**src/hw/lrms_pkg.sv**
```systemverilog
package lrms_pkg;

  // register location and field positions of the control/status byte
  localparam logic [7:0] LRMS_TOP_RATE_CONTROL_STATUS_ADDR = 8'h77;
  localparam int         LRMS_BIT_RX_UNLOCKED              = 0;
  localparam int         LRMS_BIT_TX_UNLOCKED              = 1;
  localparam int         LRMS_BIT_MODE_ENABLE              = 2;
  localparam int         LRMS_BIT_RX_READY                 = 3;
  localparam int         LRMS_BIT_TX_READY                 = 4;
  localparam logic       LRMS_MODE_ENABLE_RST              = 1'b0;

  // configuration timing
  localparam int CLK_MHZ              = 50;
  localparam int LRMS_ENTER_MAX_MS    = 2000;
  localparam int LRMS_EXIT_MAX_MS     = 500;
  // longest times convert to cycles exactly; products sized in 64 bits
  localparam longint LRMS_ENTER_CYC   = longint'(LRMS_ENTER_MAX_MS) * 1000 *
                                        CLK_MHZ;
  localparam longint LRMS_EXIT_CYC    = longint'(LRMS_EXIT_MAX_MS) * 1000 *
                                        CLK_MHZ;

  typedef enum logic [1:0] {
    LRMS_RATE_LOW = 2'b00,
    LRMS_RATE_MID = 2'b01,
    LRMS_RATE_TOP = 2'b10
  } lrms_rate_e;

endpackage : lrms_pkg

```
**src/hw/lrms_cfg_seq.sv**
```systemverilog
`timescale 1ns/1ns
`default_nettype none
// per-direction configuration sequencer: waits for done or a settle count, then ready if the target is top mode
module lrms_cfg_seq
  import lrms_pkg::*;
#(
  parameter int unsigned SETTLE = 32'd100
) (
  input  wire logic i_mclk,
  input  wire logic i_nrst,
  input  wire logic i_top,
  input  wire logic i_done,
  output logic      o_ready,
  output logic      o_busy
);

  typedef struct packed {
    logic        ready;
    logic        busy;
    logic        tgt;
    logic [31:0] cnt;
  } lrms_seq_s;

  lrms_seq_s st_ff;
  lrms_seq_s nxt_st;

  always_comb begin
    nxt_st = st_ff;
    if (i_top != st_ff.tgt) begin
      // a mode change restarts configuration; ready drops at once
      nxt_st.tgt   = i_top;
      nxt_st.busy  = 1'b1;
      nxt_st.ready = 1'b0;
      nxt_st.cnt   = '0;
    end else if (st_ff.busy) begin
      if (i_done || st_ff.cnt >= SETTLE - 32'd1) begin
        nxt_st.busy  = 1'b0;
        nxt_st.ready = st_ff.tgt;
      end else begin
        nxt_st.cnt = st_ff.cnt + 32'd1;
      end
    end
  end

  always_ff @(posedge i_mclk or negedge i_nrst) begin
    if (!i_nrst) begin
      st_ff <= '0;
    end else begin
      st_ff <= nxt_st;
    end
  end

  assign o_ready = st_ff.ready;
  assign o_busy  = st_ff.busy;

endmodule : lrms_cfg_seq
`default_nettype wire

```
**src/hw/lrms_top.sv**
```systemverilog
`timescale 1ns/1ns
`default_nettype none
// Summary of operation
// - All rate inputs and mode bit zero: both directions at lowest rate, NRZ.
// - Mode bit zero and any pin or soft bit set: middle rate, NRZ.
// - Transmit and receive always share one rate and mode.
// - Mode bit 2 one selects PAM4 top rate; pins and soft bits ignored.
// - Mode bit comes up zero after reset.
// - Status bit 4 set when transmit side finished top-rate configuration.
// - Status bit 3 set when receive side finished top-rate configuration.
// - Bit 1 is transmit recovery unlocked; in top rate also adaptation.
// - Bit 0 is receive recovery unlocked; in top rate also adaptation.
// - Entering top-rate mode completes within 2000 ms.
// - Leaving top-rate mode completes within 500 ms.
module lrms_top
  import lrms_pkg::*;
#(
  parameter longint ENTER_CYC = LRMS_ENTER_CYC,
  parameter longint EXIT_CYC  = LRMS_EXIT_CYC
) (
  input  wire logic       i_mclk,
  input  wire logic       i_nrst,
  input  wire logic       i_rate_pin_first,
  input  wire logic       i_rate_pin_second,
  input  wire logic       i_soft_rate_first,
  input  wire logic       i_soft_rate_second,
  input  wire logic       i_reg_wr,
  input  wire logic       i_reg_rd,
  input  wire logic [7:0] i_reg_addr,
  input  wire logic [7:0] i_reg_wdata,
  output logic      [7:0] o_reg_rdata,
  input  wire logic       i_tx_adapt_done,
  input  wire logic       i_rx_adapt_done,
  input  wire logic       i_tx_recovery_locked,
  input  wire logic       i_rx_recovery_locked,
  output logic      [1:0] o_rate,
  output logic            o_pam4
);

  typedef struct packed {
    logic       mode_en;
    logic [1:0] rate;
    logic       pam4;
    logic [7:0] rdata;
  } lrms_top_s;

  lrms_top_s  st_ff;
  lrms_top_s  nxt_st;
  logic       tx_ready;
  logic       rx_ready;
  logic       tx_busy;
  logic       rx_busy;
  logic       tx_unlocked;
  logic       rx_unlocked;
  logic [7:0] status_byte;
  logic       hit;

  ////////////////////////////////////////////////////////////////////////
  // shared settle bound
  // one settle limit serves both directions of change
  localparam int unsigned SET_IN  = 32'(ENTER_CYC);
  localparam int unsigned SET_OUT = 32'(EXIT_CYC);
  // shorter of the two bounds keeps both directions inside their limits
  localparam int unsigned SETTLE  = (SET_IN < SET_OUT) ? SET_IN : SET_OUT;

  lrms_cfg_seq #(.SETTLE(SETTLE)) u_tx_seq (
    .i_mclk  (i_mclk),
    .i_nrst  (i_nrst),
    .i_top   (st_ff.mode_en),
    .i_done  (i_tx_adapt_done),
    .o_ready (tx_ready),
    .o_busy  (tx_busy)
  );

  lrms_cfg_seq #(.SETTLE(SETTLE)) u_rx_seq (
    .i_mclk  (i_mclk),
    .i_nrst  (i_nrst),
    .i_top   (st_ff.mode_en),
    .i_done  (i_rx_adapt_done),
    .o_ready (rx_ready),
    .o_busy  (rx_busy)
  );

  ////////////////////////////////////////////////////////////////////////
  // tx and rx unlock flags
  // in top rate, lock only counts once configuration finished
  assign tx_unlocked = !i_tx_recovery_locked || tx_busy ||
                       (st_ff.mode_en && !tx_ready);
  assign rx_unlocked = !i_rx_recovery_locked || rx_busy ||
                       (st_ff.mode_en && !rx_ready);

  always_comb begin
    status_byte = 8'h00;
    status_byte[LRMS_BIT_TX_READY]     = tx_ready;
    status_byte[LRMS_BIT_RX_READY]     = rx_ready;
    status_byte[LRMS_BIT_MODE_ENABLE]  = st_ff.mode_en;
    status_byte[LRMS_BIT_TX_UNLOCKED]  = tx_unlocked;
    status_byte[LRMS_BIT_RX_UNLOCKED]  = rx_unlocked;
  end

  assign hit = (i_reg_addr == LRMS_TOP_RATE_CONTROL_STATUS_ADDR);

  ////////////////////////////////////////////////////////////////////////
  always_comb begin
    nxt_st = st_ff;
    // only the mode bit is writable
    if (i_reg_wr && hit) begin
      nxt_st.mode_en = i_reg_wdata[LRMS_BIT_MODE_ENABLE];
    end
    if (i_reg_rd) begin
      nxt_st.rdata = hit ? status_byte : 8'h00;
    end
    if (st_ff.mode_en) begin
      nxt_st.rate = LRMS_RATE_TOP;
      nxt_st.pam4 = 1'b1;
    // any rate input gives middle rate
    end else if (i_rate_pin_first || i_rate_pin_second ||
                 i_soft_rate_first || i_soft_rate_second) begin
      nxt_st.rate = LRMS_RATE_MID;
      nxt_st.pam4 = 1'b0;
    end else begin
      nxt_st.rate = LRMS_RATE_LOW;
      nxt_st.pam4 = 1'b0;
    end
  end

  always_ff @(posedge i_mclk or negedge i_nrst) begin
    if (!i_nrst) begin
      st_ff.mode_en <= LRMS_MODE_ENABLE_RST;
      st_ff.rate    <= LRMS_RATE_LOW;
      st_ff.pam4    <= 1'b0;
      st_ff.rdata   <= 8'h00;
    end else begin
      st_ff <= nxt_st;
    end
  end

  // one shared rate output for both directions
  assign o_rate      = st_ff.rate;
  assign o_pam4      = st_ff.pam4;
  assign o_reg_rdata = st_ff.rdata;

  ////////////////////////////////////////////////////////////////////////
  AST_TOP_RATE: assert property (@(posedge i_mclk) disable iff (!i_nrst)
    st_ff.mode_en |=> (o_rate == LRMS_RATE_TOP && o_pam4))
    else $error("top rate not selected");
  AST_LOW_RATE: assert property (@(posedge i_mclk) disable iff (!i_nrst)
    (!st_ff.mode_en && !i_rate_pin_first && !i_rate_pin_second &&
     !i_soft_rate_first && !i_soft_rate_second)
    |=> (o_rate == LRMS_RATE_LOW && !o_pam4))
    else $error("low rate not selected");
  AST_MID_RATE: assert property (@(posedge i_mclk) disable iff (!i_nrst)
    (!st_ff.mode_en && (i_rate_pin_first || i_rate_pin_second ||
                        i_soft_rate_first || i_soft_rate_second))
    |=> (o_rate == LRMS_RATE_MID && !o_pam4))
    else $error("middle rate not selected");
  AST_PAM4_TIE: assert property (@(posedge i_mclk) disable iff (!i_nrst)
    o_pam4 == (o_rate == LRMS_RATE_TOP))
    else $error("rate and mode disagree");
  AST_TX_READY: assert property (@(posedge i_mclk) disable iff (!i_nrst)
    tx_ready |-> $past(st_ff.mode_en) && !tx_busy)
    else $error("tx ready outside top mode");
  AST_RX_READY: assert property (@(posedge i_mclk) disable iff (!i_nrst)
    $rose(rx_ready) |-> $past(st_ff.mode_en))
    else $error("rx ready without mode");
  AST_TX_LOCK: assert property (@(posedge i_mclk) disable iff (!i_nrst)
    !i_tx_recovery_locked |-> status_byte[LRMS_BIT_TX_UNLOCKED])
    else $error("tx unlock not flagged");
  AST_RX_LOCK: assert property (@(posedge i_mclk) disable iff (!i_nrst)
    (st_ff.mode_en && !rx_ready) |-> status_byte[LRMS_BIT_RX_UNLOCKED])
    else $error("rx lock shown before ready");
  AST_UNALLOC: assert property (@(posedge i_mclk) disable iff (!i_nrst)
    (i_reg_rd && hit) |=> (o_reg_rdata[7:5] == 3'b000))
    else $error("unallocated bits not zero");
  AST_ENTER: assert property (@(posedge i_mclk) disable iff (!i_nrst)
    $rose(st_ff.mode_en) && i_tx_adapt_done && i_rx_adapt_done
    ##1 (st_ff.mode_en && i_tx_adapt_done && i_rx_adapt_done)
    |=> (tx_ready && rx_ready))
    else $error("top mode configuration late");

endmodule : lrms_top
`default_nettype wire

```
**config.mk**
```make
export PLATFORM = sky130hd
export DESIGN_NAME = lrms_top
export DESIGN_NICKNAME = d
export VERILOG_FILES = /design/src/hw/lrms_pkg.sv /design/src/hw/lrms_cfg_seq.sv /design/src/hw/lrms_top.sv
export SDC_FILE = /design/constraint.sdc
export NUM_CORES = 1
export LEC_CHECK = 0
export BUFFER_PORTS_ARGS = -buffer_cell sky130_fd_sc_hd__clkbuf_2
export CORE_AREA = 2 2 109 111
export DETAILED_ROUTE_END_ITERATION = 12
export DIE_AREA = 0 0 111 113
export PLACE_DENSITY = 0.57
export SETUP_SLACK_MARGIN = 0.02
export SYNTH_ARGS = -nofsm -noshare
export SYNTH_HDL_FRONTEND = slang
export SYNTH_SLANG_ARGS = --single-unit
```
**constraint.sdc**
```tcl
create_clock -name i_mclk -period 2.7 [get_ports i_mclk]
set_clock_uncertainty 0.1 [all_clocks]
set_input_delay 0.27 -clock i_mclk [delete_from_list [all_inputs] [get_ports i_mclk]]
set_output_delay 0.27 -clock i_mclk [all_outputs]
set_load 0.005 [all_outputs]
```
==> results of run 1 <==
-- routing by layer --
metal	wire length (um)	track usage	share of wire	up-vias
met5	0	0	0	-
met4	147	0.05083	0.017	0
met3	290	0.03910	0.034	10
met2	4212	0.2368	0.49	47
met1	3942	0.1741	0.46	1569
li1	-	-	-	1564
-- cells by family (layout without fill, tap and decap cells) --
family / after synthesis / count (layout) / share of synthesized area
compound gates: 99 / 99 / 0.1616
xor+xnor: 13 / 13 / 0.02940
fa+ha+maj: 2 / 2 / 0.006461
buf+inv: 40 / 84 / 0.04523
flops: 78 / 78 / 0.5040
mux: 3 / 3 / 0.008078
other cells: 1 / 3 / 0.0009684
simple gates: 168 / 168 / 0.2443
-- metrics by stage --
stage / utilization / hold WS, ns
2_1_floorplan: - / -0.1256
3_3_place_gp: 0.3752 / 0.3609
3_5_place_dp: 0.3752 / 0.3646
4_1_cts: 0.3987 / 0.04215
5_1_grt: 0.4079 / 0.07830
6_report: 0.4079 / -0.02018
-- cell type report --
cell class	instances	area, um^2
Timing Repair Buffer	53	360.3
Sequential cell	78	1952
Clock buffer	9	225.2
Clock inverter	6	40.04
Inverter	16	60.06
Tap cell	143	178.9
Multi-Input combinational cell	288	1782
Fill cell	1080	6674
-- cell usage in the layout (no fill, tap or decap), types with 3 or more instances in the layout --
cell / instances
or3_1: 19
xor2_1: 5
inv_1: 16
a21oi_1: 35
nor2_1: 21
clkinvlp_4: 4
clkbuf_2: 27
nor3b_1: 3
o211ai_1: 8
nand3_1: 28
xnor2_1: 8
and3_1: 12
nor4_1: 6
nand4b_1: 3
and2_1: 17
a211oi_1: 3
conb_1: 3
nand4_1: 10
clkbuf_16: 10
nand2_1: 25
o31ai_1: 14
or4_1: 18
buf_4: 22
dfrtp_1: 78
o21ai_0: 25
-- power groups by stage --
| stage | clock network, mW | registers, mW | logic (mW) |
|---|---|---|---|
| 6_report | 1.09 | 1.27 | 0.264 |
| 3_5_place_dp | 0 | 1.29 | 0.244 |
| 3_3_place_gp | 0 | 1.28 | 0.235 |
| 2_1_floorplan | 0 | 1.28 | 0.139 |
| 5_1_grt | 1.17 | 1.28 | 0.302 |
| 4_1_cts | 1.12 | 1.27 | 0.245 |
-- worst paths after layout --
check / to / slack (ns)
max: u_rx_seq.st_ff[20] / 0.13
min: u_rx_seq.st_ff[9] / -0.02
max reg2reg: u_rx_seq.st_ff[20] / 0.13
min reg2reg: u_rx_seq.st_ff[28] / 0.38
max in group asynchronous: u_rx_seq.st_ff[7] / 1.86
min in group i_mclk: o_rate[0] / 0.05
-- flip-flops by register name, indices dropped and copies added, names as in the netlist --
register and cells:
o_pam4 1, st_ff 1, u_rx_seq.o_ready 1, u_tx_seq.o_ready 1
u_tx_seq.st_ff 33, u_rx_seq.o_busy 1, u_tx_seq.o_busy 1, u_rx_seq.st_ff 33
o_rate 1, o_reg_rdata 5
-- what timing repair did --
action | CTS | global route
setup buffers | 0 | 5
setup endpoints to repair | 0 | 20
resized for setup | 0 | 9
==> flow_summary_export.csv, run 1 <==
group,metric,value,unit
cts,clock_sinks,78,
sta,layout_setup_ws,0.1348,ns
worst_setup_path,crit_family,"simple AND/OR/NAND/NOR gates",
power_and_ir_drop,p_per_area,570.2,nW/um^2
worst_setup_path,crit_fanout,8,
finish,fin_cells,593,
worst_setup_path,worstPathCellList,"ha_1 -> and3_1 -> a311o_1 -> nand4b_1 -> nand3_4 -> buf_8 -> or4_1 -> a21oi_1",
global_routing,track_usage,0.1406,
worst_setup_path,rr_startpoint,"u_rx_seq.st_ff[0]",
worst_setup_path,slowest_delay,0.50,ns
synth,ys_async_sr_fraction,1.000,
cts,cts_tree,"yes",
finish,drive_above_1_share,0.1733,
floorplanning,start_util,0.3435,
sta,fin_crit_sh,0.9501,
worst_setup_path,path_class,"reg2reg",
finish,area_growth,18.74,%
synth,synth_area,3872,um^2
power_and_ir_drop,leakagePower,2.000,nW
floorplanning,die_area,12540,um^2
power_and_ir_drop,p_comb_frac,0.101,
cts,numCtsBuffers,9,
worst_setup_path,cp_num_buf_inv,1,
global_routing,antenna_found_initial,0,
worst_setup_path,cp.depth,8,
sta,fmax,389.8,MHz
synth,yosysMostFrequentCell,"dfrtp_1",
synth,synth_top_area_frac,0.5040,
floorplanning,ios,39,
finish,diodes,0,
global_routing,grt_overflow,0,
place,pre_cts_slack,0.05196,ns
worst_setup_path,start_kind,"register",
finish,nNetsFinal,476,
routing,drt_wl_total,8592,um
floorplanning,die_y,113,um
global_routing,grt_first_pass_wirelength,14460,um
cts,clk_pin_slew,0.06,ns
power_and_ir_drop,clockPowerShare,0.416,
power_and_ir_drop,swShare,0.2569,
cts,clk_latency,0.34,ns
sta,min_period,2.565,ns
synth,synth_edf_count,0,
worst_setup_path,reg2reg_depth,8,
sta,slew_viol_final,0,
run,maxCapViolations,0,
sta,worst_pin_slew,1.037,ns
routing,drt_iter0_drc,184,
worst_setup_path,crit_start,"u_rx_seq.st_ff[0]",
synth,synth_ff_type,"dfrtp_1",
synth,seq_area_frac_synth,0.5040,
hold_path,hp-class,"in2async",
synth,synthTopCellsByArea,"dfrtp_1 (50%), a21oi_1 (4.5%), nand3_1 (3.6%), or4_1 (3.5%), o21ai_0 (3.2%)",
sta,hold_viol_final,11,
place,port_buffers,28,
run_status,violations,"hold timing",
routing,drt_pass1_iterations,4,
power_and_ir_drop,irDropWorstVdd,384.0,uV
synth,ys_seq_elements,78,
global_routing,grt_pass1_vias,3093,
place,dp_cells,572,
global_routing,grt_max_degree,79,
sta,rsz0062_at_grt,"true",
synth,ys_types,44,
floorplanning,die_w,111,um
sta,relSlewSlack,0.3038,
routing,dr_total_vias,3190,
synth,netlist_instances,404,
power_and_ir_drop,power,2.622,mW
synth,yosysWarnings,0,
synth,synth_area_per_cell,9.585,um^2
power_and_ir_drop,p_switching,0.6737,mW
cts,cts-root-buf,"clkbuf_16",
synth,netlist_top_cells_count,"dfrtp_1 (78), a21oi_1 (35), nand3_1 (28)",
floorplanning,fp-row-count,39,
power_and_ir_drop,internal_power,1.948,mW
floorplanning,core,11270,um^2
run_status,status,"finished with violations",
routing,drc_errors,0,
place,dp_hpwl,5731,um
place,place_area,4229,um^2
routing,ant_nets,0,
routing,routed_via_density,5.379,
power_and_ir_drop,seq_power_share,0.483,
worst_setup_path,crit_slowest_cell,"or4_1",
cts,htreeDepth,3,
cts,clockBufferDepth,2,
worst_setup_path,required,2.86,ns
cts,cts_hold_buffers,0,
place,gp_congestion,0.7898,
sta,tns,0,ns
worst_setup_path,crit_path_end_kind,"register",
sta,setup_viol,0,
finish,final_cell_area,4598,um^2
routing,wl_per_cell,14.49,um
worst_setup_path,crit_arrival,2.73,ns
sta,timing.hold.ws,-0.02018,ns
synth,synth_top_area_cell,"dfrtp_1",
No activity file was read; power rests on OpenSTA's default activity.
==> run 2, diff against run 1 <==
==> constraint.sdc (replaced) <==
create_clock -name i_mclk -period 2.6 [get_ports i_mclk]
set_clock_uncertainty 0.1 [all_clocks]
set_input_delay 0.26 -clock i_mclk [delete_from_list [all_inputs] [get_ports i_mclk]]
set_output_delay 0.26 -clock i_mclk [all_outputs]
set_load 0.005 [all_outputs]
==> flow_summary_export.csv, run 2 (same netlist as run 1, synthesis figures left out) <==
group,metric,value,unit
floorplanning,die_w,111,um
routing,ant_nets,0,
sta,relSlewSlack,0.2236,
global_routing,grt_overflow,0,
run_status,violations,"hold timing",
hold_path,hp-class,"in2async",
global_routing,track_usage,0.1409,
power_and_ir_drop,irDropWorstVdd,365.8,uV
run,maxCapViolations,0,
global_routing,antenna_found_initial,0,
sta,fmax,397.6,MHz
cts,numCtsBuffers,9,
finish,drive_above_1_share,0.1930,
floorplanning,start_util,0.3435,
sta,rsz0062_at_grt,"true",
floorplanning,die_area,12540,um^2
sta,timing.hold.ws,-0.02100,ns
routing,routed_via_density,5.342,
global_routing,grt_first_pass_wirelength,14460,um
floorplanning,fp-row-count,39,
routing,drt_iter0_drc,217,
floorplanning,core,11270,um^2
sta,slew_viol_final,0,
finish,final_cell_mix,"dfrtp_1 (78), a21oi_1 (33), nand3_1 (28)",
place,gp_congestion,0.7513,
sta,fin_crit_sh,0.9675,
cts,clockBufferDepth,2,
worst_setup_path,crit_fanout,8,
cts,clk_latency,0.34,ns
worst_setup_path,reg2reg_depth,7,
finish,multi_input_area,1797,um^2
finish,seqCellArea,1952,um^2
power_and_ir_drop,power,2.834,mW
worst_setup_path,rr_startpoint,"u_rx_seq.st_ff[31]",
place,dp_hpwl,5503,um
global_routing,grt_max_degree,79,
worst_setup_path,path_class,"reg2reg",
sta,setup_viol,0,
worst_setup_path,rr_endpoint,"u_rx_seq.st_ff[23]",
routing,drt_pass1_iterations,4,
cts,clock_sinks,78,
worst_setup_path,crit_arrival,2.68,ns
floorplanning,die_y,113,um
routing,wl_per_cell,14.06,um
sta,min_period,2.515,ns
sta,worst_pin_slew,1.156,ns
finish,finish.utilization,0.4177,
routing,drt_wl_total,8423,um
worst_setup_path,required,2.77,ns
cts,clk_pin_slew,0.06,ns
cts,cts_hold_buffers,0,
worst_setup_path,start_kind,"register",
global_routing,grt_pass1_vias,3035,
cts,cts-root-buf,"clkbuf_16",
worst_setup_path,rrSetupSlack,0.08,ns
cts,htreeDepth,3,
routing,drc_errors,0,
power_and_ir_drop,leakagePower,2.066,nW
finish,nNetsFinal,481,
floorplanning,ios,39,
power_and_ir_drop,p_per_area,602.0,nW/um^2
finish,area_growth,21.58,%
routing,dr_total_vias,3200,
finish,diodes,0,
worst_setup_path,crit_path_end_kind,"register",
cts,cts_tree,"yes",
finish,fill_cells,1112,
place,port_buffers,28,
sta,hold_viol_final,17,
run_status,status,"finished with violations",
finish,layout_commonest_cell,"dfrtp_1",
==> run 2: cell types whose count changed in the layout (fill, tap and decap cells not counted), sizes merged <==
cell | previous run | this run
buf | 25 | 29
bufinv | 0 | 1
clkbuf | 37 | 38
clkinv | 2 | 4
clkinvlp | 4 | 2
==> run 2: final cells by class <==
cell class | instances | area share
clock buffer | 9 | 0.04783
inverter | 16 | 0.01276
sequential | 78 | 0.4146
multi-input combinational | 288 | 0.3816
timing repair buffer | 58 | 0.09142
clock inverter | 7 | 0.01382
tap | 143 | 0.03800
==> run 2: repair_timing <==
item | in CTS | in global routing
gates cloned | 0 | 2
gates resized for setup | 1 | 12
buffers inserted | 0 | 6
pin swaps | 1 | 7
endpoints found under the setup margin | 7 | 15
==> run 2: metrics by stage <==
step / cell area (um^2) / worst slack [ns] / setup TNS (ns) / std cells / hold slack (ns)
after detailed placement: 4264 / 0.005201 / 0 / 575 / 0.3689
after CTS: 4558 / -0.001191 / -0.001191 / 591 / 0.02889
after global placement: 4264 / 0.07102 / 0 / 575 / 0.3623
final: 4708 / 0.08461 / 0 / 599 / -0.02100
after global routing: 4708 / -0.03400 / -0.03435 / 599 / 0.06227
after floorplan: 3880 / 0.1217 / 0 / 406 / -0.1356
==> run 2: routing by layer <==
| layer | up-vias | global-route usage | share of wire |
|---|---|---|---|
| li1 | 1576 | - | - |
| met1 | 1583 | 0.1790 | 0.46 |
| met2 | 33 | 0.2294 | 0.49 |
| met3 | 8 | 0.04660 | 0.037 |
| met4 | 0 | 0.04500 | 0.012 |
| met5 | - | 0 | 0 |
==> run 2: critical path, stage by stage, from the launching register on <==
cell       delay [ns]
dfrtp_1          0.38
or4_4            0.56
a2111oi_4        0.19
a21boi_4         0.27
nand3_4          0.12
buf_8            0.17
or4_4            0.51
a21oi_2          0.15
==> run 2: worst max-delay path by stage <==
stage	cells past startpoint	from	slack, ns	end
2_1_floorplan	7	u_rx_seq.st_ff[25]	0.12	u_rx_seq.st_ff[10]
3_3_place_gp	7	u_rx_seq.st_ff[25]	0.07	u_rx_seq.st_ff[9]
3_5_place_dp	7	u_rx_seq.st_ff[25]	0.005	u_rx_seq.st_ff[20]
4_1_cts	7	u_rx_seq.st_ff[25]	-0.001	u_rx_seq.st_ff[9]
5_1_grt	8	u_rx_seq.st_ff[31]	-0.03	u_rx_seq.st_ff[23]
6_report	7	u_rx_seq.st_ff[31]	0.08	u_rx_seq.st_ff[23]
==> run 2: report_power, final <==
group / internal [mW] / total (mW) / switching, mW
combinational: 0.140 / 0.300 / 0.160
sequential: 1.26 / 1.31 / 0.0476
clock: 0.735 / 1.22 / 0.489
==> run 3, diff against run 2 <==
--- a/config.mk
+++ b/config.mk
@@ -5,7 +5,7 @@
 export SDC_FILE = /design/constraint.sdc
 export NUM_CORES = 1
 export LEC_CHECK = 0
-export BUFFER_PORTS_ARGS = -buffer_cell sky130_fd_sc_hd__clkbuf_2
+export BUFFER_PORTS_ARGS = -buffer_cell sky130_fd_sc_hd__buf_2
 export CORE_AREA = 2 2 109 111
 export DETAILED_ROUTE_END_ITERATION = 12
 export DIE_AREA = 0 0 111 113
==> flow_summary_export.csv, run 3 (same netlist as run 1, synthesis figures left out) <==
group,metric,value,unit
hold_path,hp-class,"in2reg",
sta,fin_crit_sh,0.9621,
routing,drt_pass1_iterations,4,
global_routing,track_usage,0.1391,
sta,hold_viol_final,0,
floorplanning,core,11270,um^2
sta,slew_viol_final,0,
routing,wl_per_cell,14.46,um
global_routing,grt_first_pass_wirelength,14350,um
cts,clock_sinks,78,
cts,clk_latency,0.33,ns
power_and_ir_drop,irDropWorstVdd,326.0,uV
routing,ant_nets,0,
routing,dr_total_vias,3193,
finish,layout_commonest_cell,"dfrtp_1",
cts,clockBufferDepth,2,
floorplanning,ios,39,
place,port_buffers,28,
place,dp_hpwl,5813,um
power_and_ir_drop,power,2.841,mW
worst_setup_path,start_kind,"register",
routing,drc_errors,0,
finish,final_cell_mix,"dfrtp_1 (78), a21oi_1 (31), nand3_1 (28)",
sta,relSlewSlack,0.2746,
global_routing,grt_overflow,0,
cts,cts_tree,"yes",
routing,drt_wl_total,8664,um
floorplanning,start_util,0.3435,
finish,area_growth,21.91,%
global_routing,grt_pass1_vias,3047,
global_routing,antenna_found_initial,0,
floorplanning,fp-row-count,39,
worst_setup_path,crit_path_end_kind,"register",
finish,diodes,0,
run_status,status,"complete, no violations",
worst_setup_path,crit_fanout,8,
sta,worst_pin_slew,1.080,ns
sta,min_period,2.501,ns
cts,htreeDepth,3,
floorplanning,die_area,12540,um^2
run,maxCapViolations,0,
cts,cts-root-buf,"clkbuf_16",
worst_setup_path,required,2.76,ns
place,gp_congestion,0.7636,
power_and_ir_drop,p_per_area,601.8,nW/um^2
routing,routed_via_density,5.331,
power_and_ir_drop,leakagePower,2.063,nW
finish,drive_above_1_share,0.1886,
sta,setup_viol,0,
global_routing,grt_max_degree,41,
sta,fmax,399.8,MHz
worst_setup_path,crit_arrival,2.66,ns
routing,drt_iter0_drc,167,
finish,finish.utilization,0.4188,
floorplanning,die_y,113,um
finish,nNetsFinal,482,
floorplanning,die_w,111,um
worst_setup_path,path_class,"reg2reg",
cts,clk_pin_slew,0.06,ns
cts,numCtsBuffers,9,
-- run 3: cell types whose count changed in the layout (fill, tap and decap cells not counted), moves of 2 or more --
cell,delta
buf_2,+27
clkbuf_2,-27
or4_1,+3
or4_4,-3
a21oi_1,-2
a21oi_2,+2
clkinv_2,-2
nor4_1,-2
nor4_2,+2
-- run 3: worst paths after layout --
kind                                         start                  to  slack [ns]  cells past startpoint
worst max-delay path             u_rx_seq.st_ff[0]  u_rx_seq.st_ff[23]         0.1                      8
worst min-delay path            i_soft_rate_second           o_rate[0]        0.07                      3
worst max register to register   u_rx_seq.st_ff[0]  u_rx_seq.st_ff[23]         0.1                      8
worst min register to register  u_rx_seq.st_ff[30]  u_rx_seq.st_ff[30]        0.38                      1
max in group asynchronous                   i_nrst    u_tx_seq.o_ready        1.46                      3
min in group asynchronous                   i_nrst   u_rx_seq.st_ff[8]        0.34                      2
-- run 3: final cells by class --
type,instances,area (um^2)
Sequential cell,78,1952
Clock buffer,11,242.7
Tap cell,143,178.9
Inverter,16,60.06
Clock inverter,4,47.55
Fill cell,1091,6551
Multi-Input combinational cell,288,1804
Timing Repair Buffer,59,435.4
-- run 3: critical path: stages (launching register included) --
cell and delay [ns]:
dfrtp_1 0.39, ha_1 0.22, and3_1 0.23, a311o_1 0.38, nand4b_1 0.17, nand3_4 0.12, buf_8 0.16, or4_1 0.51
a21oi_1 0.15
-- run 3: timing repair --
item	4_1_cts	5_1_grt
gates cloned	0	1
resized for setup	2	11
endpoints found under the setup margin	4	16
hold buffers	1	0
buffers inserted	0	6
endpoints found under the hold margin	39	0
pin swaps	0	8
-- run 3: per-stage QoR --
stage	instances	hold WS (ns)	setup slack [ns]	cell area (um^2)	TNS, ns
global placement	576	0.1794	0.07196	4284	0
CTS	592	0.06067	0.01334	4592	0
finish	599	0.07125	0.09864	4721	0
detailed placement	576	0.1857	0.01699	4284	0
global route	599	0.06914	-0.01536	4721	-0.01536
floorplan	406	-0.1356	0.1217	3880	0
-- run 3: layer usage --
metal | up-vias | GRT usage | routed length, um
met5 | - | 0 | 0
met4 | 0 | 0.03917 | 78
met3 | 7 | 0.03964 | 213
met2 | 40 | 0.2356 | 4261
met1 | 1570 | 0.1750 | 4112
li1 | 1576 | - | -
-- run 3: power by group --
| group | switching (mW) | internal (mW) | leakage [nW] | total, mW |
|---|---|---|---|---|
| clock network | 0.473 | 0.761 | 0.141 | 1.23 |
| logic | 0.160 | 0.138 | 0.844 | 0.297 |
| registers | 0.0476 | 1.26 | 1.08 | 1.31 |
| total | 0.680 | 2.16 | 2.06 | 2.84 |
